## src/ssi_defines.vh

```
/*
 Serial interface constants: register indices,
 fields, reset values, mode codes, timing.
 Assumes inclusion by its bare name from the serial interface module.
*/
`ifndef SSI_DEFINES_VH
`define SSI_DEFINES_VH

// ----------------------------------------------------------------------
// Register addresses
// ----------------------------------------------------------------------
`define SSI_ADDR_W          3
`define SSI_A_MODE_CTRL     3'h0
`define SSI_A_AUX_CTRL      3'h1
`define SSI_A_DATA          3'h2
`define SSI_A_TW_STATUS     3'h3
`define SSI_A_TIMEOUT       3'h4

// ----------------------------------------------------------------------
// Mode control fields
// ----------------------------------------------------------------------
`define SSI_MODE_HI         7
`define SSI_MODE_LO         5
`define SSI_DEB_HI          3
`define SSI_DEB_LO          2
`define SSI_EN_BIT          1
`define SSI_ICF_BIT         0
`define SSI_MODE_RST        3'h7

`define SSI_MODE_DIV4       3'h0
`define SSI_MODE_DIV16      3'h1
`define SSI_MODE_DIV64      3'h2
`define SSI_MODE_SUB        3'h3
`define SSI_MODE_TMR        3'h4
`define SSI_MODE_SLAVE      3'h5
`define SSI_MODE_TWOWIRE    3'h6

// ----------------------------------------------------------------------
// Auxiliary control fields
// ----------------------------------------------------------------------
`define SSI_SPARE_HI        7
`define SSI_SPARE_LO        6
`define SSI_CPOL_BIT        5
`define SSI_CLOCK_EDGE_SELECT_BIT        4
`define SSI_MLS_BIT         3
`define SSI_SELECT_PIN_ENABLE_BIT        2
`define SSI_WRITE_COLLISION_FLAG_BIT        1
`define SSI_TRF_BIT         0

// ----------------------------------------------------------------------
// Debounce codes and timing
// ----------------------------------------------------------------------
`define SSI_DEB_NONE        2'h0
`define SSI_DEB_TWO         2'h1
`define SSI_DEB_CNT2        3'h2
`define SSI_DEB_CNT4        3'h4
`define SSI_BITS            4'h8
`define SSI_HALF_DIV4       6'h01
`define SSI_HALF_DIV16      6'h07
`define SSI_HALF_DIV64      6'h1F

`endif

```

## src/ssi_serial_interface.v

```verilog
/*
 SPI master/slave shifter with register port,
 two-wire clock debounce and open-drain pins.
 Assumes a 20 MHz core clock, read data one
 cycle after the strobe, and pin muxing that
 takes a pin whenever its output enable is low.
*/
// What this block does
// Master: data write while enabled starts a full-duplex transfer.
// Done flag sets on completion, sticky until software clears it.
// Slave: each master clock edge shifts buffer out and input in.
// External master asserts select before giving any clock pulses.
// Slave output bits timed by clock polarity and edge select.
// Keeps running in idle while its clock source still runs.
// Slave with select disabled is always active, ignores select pin.
// Select disabled: pin floats; enabled: pin acts as select.
// Select and interface enabled: input floats, data output high.
// Idle master holds clock at the inverse of the polarity level; slave floats clock.
// Interface disabled releases all pins to other functions.
// Received bits collect internally, copied to data when complete.
// Data write during transfer dropped and sets collision flag.
// Master makes the clock; slave takes clock from external master.
// Bit order must match the far end of the link.
// Two-wire data and clock are open-drain with pull-ups.
// Two-wire role is slave only, transmit and receive; this block's two-wire mode only releases the pins and shifts no data.
// Two-wire role has no select; address match selects; this block never compares slave_address.
// Two-wire pull-up control stays under software.
// Two-wire clock debounced by none, 2 or 4 system clocks.
// System clock must stay above a minimum for the debounce.
// Mode field picks master clock, SPI slave or two-wire slave.
// Select released before byte done sets incomplete and done.
// Edge select with polarity chooses the capture edge.
// Debounce code 00 none, 01 two clocks, 1x four clocks.
// Each transfer moves eight bits; done after last sample.
// Master clock is a glitch-free enabled division.
`timescale 1ns/1ps
`default_nettype none
`include "ssi_defines.vh"

module ssi_serial_interface #(
   parameter DATA_W = 8
) (
   input  wire                   core_clk,
   input  wire                   rstn,
   input  wire [`SSI_ADDR_W-1:0] reg_addr,
   input  wire [7:0]             reg_wdata,
   input  wire                   reg_wr,
   input  wire                   reg_rd,
   output reg  [7:0]             reg_rdata,
   input  wire                   sub_clk_tick,
   input  wire                   timer_tick,
   input  wire                   sck_in,
   output reg                    sck_out,
   output reg                    sck_oe,
   input  wire                   sdi_in,
   output reg                    sdo_out,
   output reg                    sdo_oe,
   input  wire                   slave_select_n_in,
   output reg                    slave_select_n_out,
   output reg                    slave_select_n_oe,
   output reg                    pins_claimed,
   output reg                    tw_pullup_en,
   output reg                    tw_clk_filtered
);

   // -------------------------------------------------------------------
   // Registers
   // -------------------------------------------------------------------
   reg  [2:0]        operating_mode_field;
   reg  [1:0]        debounce_select;
   reg               interface_enable;
   reg               incomplete_transfer_flag;
   reg  [1:0]        aux_spare;
   reg               clock_idle_polarity;
   reg               clock_edge_select;
   reg               bit_order_select;
   reg               select_pin_enable;
   reg               write_collision_flag;
   reg               transfer_done_flag;
   reg  [7:0]        data_shift_buffer;
   reg  [7:0]        shift_reg;
   reg  [7:0]        slave_address;
   reg  [7:0]        bus_timeout_control;
   reg  [7:0]        two_wire_status_control;
   reg               busy;
   reg  [3:0]        bit_cnt;
   reg  [5:0]        div_cnt;
   reg               sck_phase;

   // Pin input synchronisers
   reg  [2:0]        sck_sync;
   reg  [2:0]        sdi_sync;
   reg  [2:0]        ss_sync;
   reg               sck_level;
   reg               ss_level;
   reg  [2:0]        deb_cnt;

   wire is_master = (operating_mode_field <= `SSI_MODE_TMR);
   wire is_slave  = (operating_mode_field == `SSI_MODE_SLAVE);
   wire is_tw     = (operating_mode_field == `SSI_MODE_TWOWIRE);
   wire wr_data   = reg_wr && (reg_addr == `SSI_A_DATA);

   // Capture edge choice
   wire capture_rise = (clock_idle_polarity == clock_edge_select);

   function [7:0] ssi_shift_in;
      input [7:0] cur;
      input       msb_first;
      input       bit_in;
      begin
         if (msb_first) begin
            ssi_shift_in = {cur[6:0], bit_in};
         end else begin
            ssi_shift_in = {bit_in, cur[7:1]};
         end
      end
   endfunction

   function ssi_out_bit;
      input [7:0] cur;
      input       msb_first;
      begin
         ssi_out_bit = msb_first ? cur[7] : cur[0];
      end
   endfunction

   // -------------------------------------------------------------------
   // Pin sampling
   // -------------------------------------------------------------------
   always @(posedge core_clk) begin
      if (!rstn) begin
         sck_sync <= 3'h7;
         sdi_sync <= 3'h0;
         ss_sync  <= 3'h7;
         sck_level <= 1'b1;
         ss_level  <= 1'b1;
      end else begin
         sck_sync <= {sck_sync[1:0], sck_in};
         sdi_sync <= {sdi_sync[1:0], sdi_in};
         ss_sync  <= {ss_sync[1:0], slave_select_n_in};
         if (sck_sync[1] == sck_sync[2]) begin
            sck_level <= sck_sync[2];
         end
         if (ss_sync[1] == ss_sync[2]) begin
            ss_level <= ss_sync[2];
         end
      end
   end

   wire sck_edge  = (sck_sync[1] == sck_sync[2]) && (sck_sync[2] != sck_level);
   wire sck_rise  = sck_edge && sck_sync[2];
   wire sck_fall  = sck_edge && !sck_sync[2];
   // Select pin only when enabled
   wire slave_sel = !select_pin_enable || !ss_level;
   wire ss_rise   = (ss_sync[1] == ss_sync[2]) && ss_sync[2] && !ss_level;

   // -------------------------------------------------------------------
   // Two-wire clock debounce
   // -------------------------------------------------------------------
   wire [2:0] deb_need = (debounce_select == `SSI_DEB_NONE) ? 3'h0 :
                         (debounce_select == `SSI_DEB_TWO) ? `SSI_DEB_CNT2 :
                         `SSI_DEB_CNT4;

   always @(posedge core_clk) begin
      if (!rstn) begin
         deb_cnt         <= 3'h0;
         tw_clk_filtered <= 1'b1;
      end else if (sck_sync[2] == tw_clk_filtered) begin
         deb_cnt <= 3'h0;
      end else if (deb_cnt >= deb_need) begin
         tw_clk_filtered <= sck_sync[2];
         deb_cnt         <= 3'h0;
      end else begin
         deb_cnt <= deb_cnt + 3'h1;
      end
   end

   // -------------------------------------------------------------------
   // Master clock divider
   // -------------------------------------------------------------------
   reg [5:0] half_div;
   always @* begin
      case (operating_mode_field)
         `SSI_MODE_DIV4:  half_div = `SSI_HALF_DIV4;
         `SSI_MODE_DIV16: half_div = `SSI_HALF_DIV16;
         default:         half_div = `SSI_HALF_DIV64;
      endcase
   end

   reg half_tick;
   always @* begin
      if (operating_mode_field == `SSI_MODE_SUB) begin
         half_tick = sub_clk_tick;
      end else if (operating_mode_field == `SSI_MODE_TMR) begin
         half_tick = timer_tick;
      end else begin
         half_tick = (div_cnt == half_div);
      end
   end

   // -------------------------------------------------------------------
   // Shift engine
   // -------------------------------------------------------------------
   wire master_run = is_master && interface_enable && busy;
   // Lead half shifts out, trail half samples
   wire m_lead  = master_run && half_tick && !sck_phase;
   wire m_trail = master_run && half_tick && sck_phase;
   wire sdi_bit = m_trail ? sdi_sync[1] : sdi_sync[2];
   wire s_act   = is_slave && interface_enable && slave_sel;
   wire s_cap   = s_act && (capture_rise ? sck_rise : sck_fall);
   wire s_drv   = s_act && (capture_rise ? sck_fall : sck_rise);
   wire samp    = m_trail || s_cap;
   wire last    = samp && (bit_cnt == `SSI_BITS - 4'h1);
   wire incompl = is_slave && interface_enable && select_pin_enable &&
                  ss_rise && busy;
   wire reg_a   = reg_wr && (reg_addr == `SSI_A_AUX_CTRL);
   wire reg_m   = reg_wr && (reg_addr == `SSI_A_MODE_CTRL);

   always @(posedge core_clk) begin
      if (!rstn) begin
         busy      <= 1'b0;
         bit_cnt   <= 4'h0;
         div_cnt   <= 6'h00;
         sck_phase <= 1'b0;
         shift_reg <= 8'h00;
         data_shift_buffer <= 8'h00;
      end else begin
         if (!master_run || half_tick) begin
            div_cnt <= 6'h00;
         end else begin
            div_cnt <= div_cnt + 6'h01;
         end
         if (!interface_enable) begin
            busy      <= 1'b0;
            bit_cnt   <= 4'h0;
            sck_phase <= 1'b0;
         end else if (wr_data && !busy) begin
            data_shift_buffer <= reg_wdata;
            shift_reg         <= reg_wdata;
            bit_cnt           <= 4'h0;
            sck_phase         <= 1'b0;
            busy              <= is_master;
         end else if (incompl) begin
            busy    <= 1'b0;
            bit_cnt <= 4'h0;
         end else begin
            if (m_lead) begin
               sck_phase <= 1'b1;
            end else if (m_trail) begin
               sck_phase <= 1'b0;
            end
            if (s_cap && !busy) begin
               busy <= 1'b1;
            end
            if (samp) begin
               shift_reg <= ssi_shift_in(shift_reg, bit_order_select,
                                         sdi_bit);
               bit_cnt   <= bit_cnt + 4'h1;
               if (last) begin
                  data_shift_buffer <= ssi_shift_in(shift_reg,
                     bit_order_select, sdi_bit);
                  busy    <= 1'b0;
                  bit_cnt <= 4'h0;
               end
            end
         end
      end
   end

   // -------------------------------------------------------------------
   // Register writes and flags
   // -------------------------------------------------------------------
   always @(posedge core_clk) begin
      if (!rstn) begin
         operating_mode_field     <= `SSI_MODE_RST;
         debounce_select          <= `SSI_DEB_NONE;
         interface_enable         <= 1'b0;
         incomplete_transfer_flag <= 1'b0;
         aux_spare                <= 2'h0;
         clock_idle_polarity      <= 1'b0;
         clock_edge_select        <= 1'b0;
         bit_order_select         <= 1'b0;
         select_pin_enable        <= 1'b0;
         write_collision_flag     <= 1'b0;
         transfer_done_flag       <= 1'b0;
         slave_address            <= 8'h00;
         bus_timeout_control      <= 8'h00;
         two_wire_status_control  <= 8'h00;
      end else begin
         if (reg_m) begin
            operating_mode_field <= reg_wdata[`SSI_MODE_HI:`SSI_MODE_LO];
            debounce_select      <= reg_wdata[`SSI_DEB_HI:`SSI_DEB_LO];
            interface_enable     <= reg_wdata[`SSI_EN_BIT];
         end
         // Set wins over clear
         if (incompl) begin
            incomplete_transfer_flag <= 1'b1;
         end else if (reg_m) begin
            incomplete_transfer_flag <= reg_wdata[`SSI_ICF_BIT];
         end
         if (reg_a) begin
            aux_spare           <= reg_wdata[`SSI_SPARE_HI:`SSI_SPARE_LO];
            clock_idle_polarity <= reg_wdata[`SSI_CPOL_BIT];
            clock_edge_select   <= reg_wdata[`SSI_CLOCK_EDGE_SELECT_BIT];
            bit_order_select    <= reg_wdata[`SSI_MLS_BIT];
            select_pin_enable   <= reg_wdata[`SSI_SELECT_PIN_ENABLE_BIT];
         end
         if (wr_data && busy) begin
            write_collision_flag <= 1'b1;
         end else if (reg_a) begin
            write_collision_flag <= reg_wdata[`SSI_WRITE_COLLISION_FLAG_BIT];
         end
         if (last || incompl) begin
            transfer_done_flag <= 1'b1;
         end else if (reg_a) begin
            transfer_done_flag <= reg_wdata[`SSI_TRF_BIT];
         end
         if (reg_wr && reg_addr == `SSI_A_TW_STATUS) begin
            two_wire_status_control <= reg_wdata;
         end
         if (reg_wr && reg_addr == `SSI_A_TIMEOUT) begin
            bus_timeout_control <= reg_wdata;
         end
      end
   end

   // -------------------------------------------------------------------
   // Read port
   // -------------------------------------------------------------------
   always @(posedge core_clk) begin
      if (!rstn) begin
         reg_rdata <= 8'h00;
      end else if (!reg_rd) begin
         reg_rdata <= 8'h00;
      end else if (reg_addr == `SSI_A_MODE_CTRL) begin
         reg_rdata <= {operating_mode_field, 1'b0, debounce_select,
                       interface_enable, incomplete_transfer_flag};
      end else if (reg_addr == `SSI_A_AUX_CTRL) begin
         reg_rdata <= {aux_spare, clock_idle_polarity, clock_edge_select,
                       bit_order_select, select_pin_enable,
                       write_collision_flag, transfer_done_flag};
      end else if (reg_addr == `SSI_A_DATA) begin
         reg_rdata <= data_shift_buffer;
      end else if (reg_addr == `SSI_A_TW_STATUS) begin
         reg_rdata <= two_wire_status_control;
      end else if (reg_addr == `SSI_A_TIMEOUT) begin
         reg_rdata <= bus_timeout_control;
      end else begin
         reg_rdata <= 8'h00;
      end
   end

   // -------------------------------------------------------------------
   // Pin drive
   // -------------------------------------------------------------------
   wire spi_on = interface_enable && !is_tw && (is_master || is_slave);
   always @(posedge core_clk) begin
      if (!rstn) begin
         sck_out            <= 1'b1;
         sck_oe             <= 1'b0;
         sdo_out            <= 1'b1;
         sdo_oe             <= 1'b0;
         slave_select_n_out <= 1'b1;
         slave_select_n_oe  <= 1'b0;
         pins_claimed       <= 1'b0;
         tw_pullup_en       <= 1'b0;
      end else begin
         pins_claimed <= interface_enable && !(operating_mode_field ==
                         `SSI_MODE_RST);
         tw_pullup_en <= two_wire_status_control[0];
         if (is_tw && interface_enable) begin
            // Open drain, released
            sck_out <= 1'b0;
            sck_oe  <= 1'b0;
            sdo_out <= 1'b0;
            sdo_oe  <= 1'b0;
         end else if (spi_on && is_master) begin
            sck_oe  <= 1'b1;
            sck_out <= master_run ? (clock_idle_polarity ~^ !sck_phase)
                                  : !clock_idle_polarity;
            sdo_oe  <= 1'b1;
            if (!busy) begin
               sdo_out <= 1'b1;
            end else if (m_lead) begin
               sdo_out <= ssi_out_bit(shift_reg, bit_order_select);
            end
         end else if (spi_on) begin
            sck_oe  <= 1'b0;
            sdo_oe  <= slave_sel;
            if (!busy && !s_cap && !s_drv) begin
               sdo_out <= ssi_out_bit(shift_reg, bit_order_select);
            end else if (s_drv) begin
               sdo_out <= ssi_out_bit(shift_reg, bit_order_select);
            end
         end else begin
            sck_oe <= 1'b0;
            sdo_oe <= 1'b0;
         end
         slave_select_n_out <= !(spi_on && is_master && busy);
         slave_select_n_oe  <= spi_on && is_master && select_pin_enable;
      end
   end

endmodule // ssi_serial_interface
`default_nettype wire

```

## config.mk

```make
export PLATFORM = sky130hd
export DESIGN_NAME = ssi_serial_interface
export DESIGN_NICKNAME = d
export VERILOG_FILES = /design/src/ssi_serial_interface.v
export VERILOG_INCLUDE_DIRS = /design/src
export SDC_FILE = /design/constraint.sdc
export NUM_CORES = 1
export LEC_CHECK = 0
export BUFFER_PORTS_ARGS = -buffer_cell sky130_fd_sc_hd__buf_2
export CAP_MARGIN = 30
export CORE_MARGIN = 5
export CORE_UTILIZATION = 55
export CTS_CLUSTER_SIZE = 24
export DETAILED_ROUTE_END_ITERATION = 12
export PLACE_DENSITY = 0.87
export REMOVE_ABC_BUFFERS = 1
export SKIP_LAST_GASP = 1
export SYNTH_ARGS = -nofsm -noshare
export SYNTH_HDL_FRONTEND = slang
export SYNTH_SLANG_ARGS = --single-unit
```

## constraint.sdc

```tcl
create_clock -name core_clk -period 2.8 [get_ports core_clk]
set_input_delay 0.14 -clock core_clk [delete_from_list [all_inputs] [get_ports core_clk]]
set_output_delay 0.14 -clock core_clk [all_outputs]
set_load 0.01 [all_outputs]
```

==> impl_metrics.yaml <==
status:
  status: "finished, final reports clean"
global_routing:
  grt_overflow: 0
  antenna_found_initial: 0
  grt_pass1_vias: 3392
  grt_start_max_net_pins: 35
  grt_pass1_wl_um: 16300
  gr-usage-all-layers_pct: 23.0
setup_path:
  cp-end-kind: "flop"
  path_class: "flop to flop"
  path_max_fanout: 5
  start_kind: "flop"
  slowest_delay_ns: 0.55
  path_cells: "nor3b_1 > or4b_4 > or3_1 > and2_1 > a211oi_1 > mux2_2"
  arrival_ns: 2.63
  cp_slowest_cell: "or4b_4"
  crit_required_ns: 3.06
synthesis:
  synthMuxAreaShare_pct: 8.23
  yosysSeqAreaShare_pct: 44.0
  synth_xor_area_share_pct: 1.93
  synth_compound_area_share_pct: 18.1
  synth_top_family_by_area: "simple AND/OR/NAND/NOR gates"
  synth_area_mm2: 0.00409
  synthArstFlopShare_pct: 0
  yosys_warnings: 0
  synth_edf_count: 0
  ys_types: 56
  yosys.area_share.simple_pct: 23.0
  ys.flop_type: "dfxtp_1"
  synth-seq-cells: 90
  syn_inst: 481
  synth_area_per_cell_um2: 8.51
  synthAdderAreaFrac_pct: 1.83
sta:
  relSlewSlack_pct: 41.8
  fmax_mhz: 422
  tns_ns: 0
  post-route-worst-setup-slack_ns: 0.432
  report.final.slew_viol_count: 0
  holdWs_ns: 0.0669
  setup_viol: 0
  hold_violations: 0
  grt_setup_unrepaired: "no"
  min_period_ns: 2.37
  period_share_pct: 84.6
  tightest_slew_ns: 0.867
  clock_skew_ns: 0.0131
floorplanning:
  io_pins: 37
  dieArea_mm2: 0.00926
  die_w_um: 96.3
  start_util_pct: 56.4
  core_mm2: 0.00725
  rows: 31
  die_height_um: 96.3
run:
  cap_violations: 0
finish:
  syn_to_final_growth_pct: 12.2
  nets: 540
  diodes: 0
  drive_above_1_share_pct: 13.7
drt:
  routed_wl_um: 10000
  drt_iter0_markers: 365
  vias: 3656
  drcViolationCount: 0
  drt-pass1-iter-count: 5
  vias_per_cell: 5.93
  drtAntennaViolNets: 0
  wire_per_inst_um: 16.2
clocking:
  htree_levels: 3
  clockBufferDepth: 2
  clk_latency_ns: 0.37
  path_clk_slew_ns: 0.09
  numCtsBuffers: 9
  cts_sinks: 90
  tritoncts: "done"
  root_buffer: "clkbuf_8"
  cts_setup_buffers: 0
hold_path:
  worstHoldPathType: "primary input to flop"
pwr:
  fin_total_pwr_uw: 2440
  power_density_mw_per_mm2: 532
  max-vdd-ir-drop_uv: 279
  leakagePower_uw: 0.00173
placement:
  port_buffers: 36
  place_ws_ns: 0.469
  place_congestion: 0.882
  hpwl_um: 7080
[what timing repair did]
action | CTS | global route
resized for setup | 0 | 0
hold endpoints to repair | 3 | 0
hold buffers | 3 | 0
[critical path: cells and delay by family (launching register included)]
| kind | cells | cell delay, ns |
|---|---|---|
| AND/OR/NAND/NOR | 4 | 1.25 |
| flip-flops | 1 | 0.41 |
| multiplexers | 1 | 0.35 |
| AO/OA/AOI/OAI | 1 | 0.26 |
[worst paths after layout]
path                                         from                                   to  slack [ns]  cells after the start
min                                  reg_wdata[7]  bus_timeout_control[7]$_SDFFE_PN0P_        0.07                      3
max reg2reg  operating_mode_field[1]$_SDFFE_PN1P_                 sdo_out$_SDFFE_PN1P_        0.43                      6
max          operating_mode_field[1]$_SDFFE_PN1P_                 sdo_out$_SDFFE_PN1P_        0.43                      6
min reg2reg                sck_sync[0]$_SDFF_PN1_               sck_sync[1]$_SDFF_PN1_        0.42                      1
[metal layers]
layer  track usage [%]  wire length [um]
met3              5.55               758
met4              9.83               271
met5                 0                 0
met1              29.7              4220
met2              36.4              4760
[placed cells by master, fill, tap and decap left out, drive strengths merged, types with 4 or more instances in the layout]
cell type and count:
xor2 4, o21ai 20, o221a 4, nor2 37, nor3 4, nand2b 9
clkbuf 9, inv 12, nand3 14, mux2i 28, a31oi 6, buf 40
xnor2 5, a21oi 38, o211ai 8, ha 6, a22oi 6, dfxtp 90
nand2 96, mux2 5, and2 11, a21boi 9, nor4 4, nor2b 5
[power breakdown]
| group | internal [uW] | switching [uW] |
|---|---|---|
| sequential | 1300 | 13.8 |
| combinational | 55.6 | 102 |
| clock | 501 | 475 |
| total | 1850 | 591 |
[cells by family (layout without fill, tap and decap cells)]
family | Yosys count | count (layout)
buf+inv | 32 | 69
simple gates | 201 | 201
mux | 33 | 33
fa+ha+maj | 6 | 6
flops | 90 | 90
xor+xnor | 9 | 9
compound gates | 110 | 110
[cell usage after synthesis, types with 2 or more instances]
cell | n | share of area, %
a21boi_0 | 8 | 1.5
o211ai_1 | 8 | 1.5
inv_1 | 10 | 0.92
a22oi_1 | 6 | 1.1
nor2_1 | 36 | 3.3
nand3_1 | 14 | 1.7
nor2b_1 | 5 | 0.76
nand3b_1 | 2 | 0.37
nor3_1 | 4 | 0.49
ha_1 | 6 | 1.8
a21oi_1 | 36 | 4.4
and2_1 | 10 | 1.5
dfxtp_1 | 90 | 44
buf_1 | 3 | 0.28
o221a_2 | 4 | 1.1
nand4_1 | 2 | 0.31
clkbuf_1 | 18 | 1.7
a21o_1 | 3 | 0.55
nand2b_1 | 9 | 1.4
or3_1 | 3 | 0.46
nor3b_1 | 3 | 0.55
o21ai_0 | 20 | 2.4
xor2_1 | 4 | 0.86
nor4_1 | 4 | 0.61
mux2i_1 | 28 | 6.9
nor4bb_1 | 2 | 0.49
nand2_1 | 96 | 8.8
and3_1 | 3 | 0.46
o22a_1 | 3 | 0.64
mux2_2 | 5 | 1.4
xnor2_1 | 5 | 1.1
a2bb2oi_1 | 2 | 0.43
a31oi_1 | 6 | 0.92
[area by class of cell]
cell class / count / area (um^2)
clock buffer: 9 / 124
inverter: 11 / 41.3
tap: 99 / 124
fill: 602 / 2660
clock inverter: 6 / 90.1
timing repair buffer: 43 / 240
multi-input combinational: 359 / 2170
sequential: 90 / 1800
[per-stage QoR]
stage / util [%] / instance area, um^2 / cells
final: 63.3 / 4590 / 617
after floorplan: - / 4010 / 460
after global placement: 59.9 / 4350 / 599
after detailed placement: 59.9 / 4350 / 599
after global routing: 63.3 / 4590 / 617
after CTS: 63.3 / 4590 / 617
(Power assumes the default switching activity.)
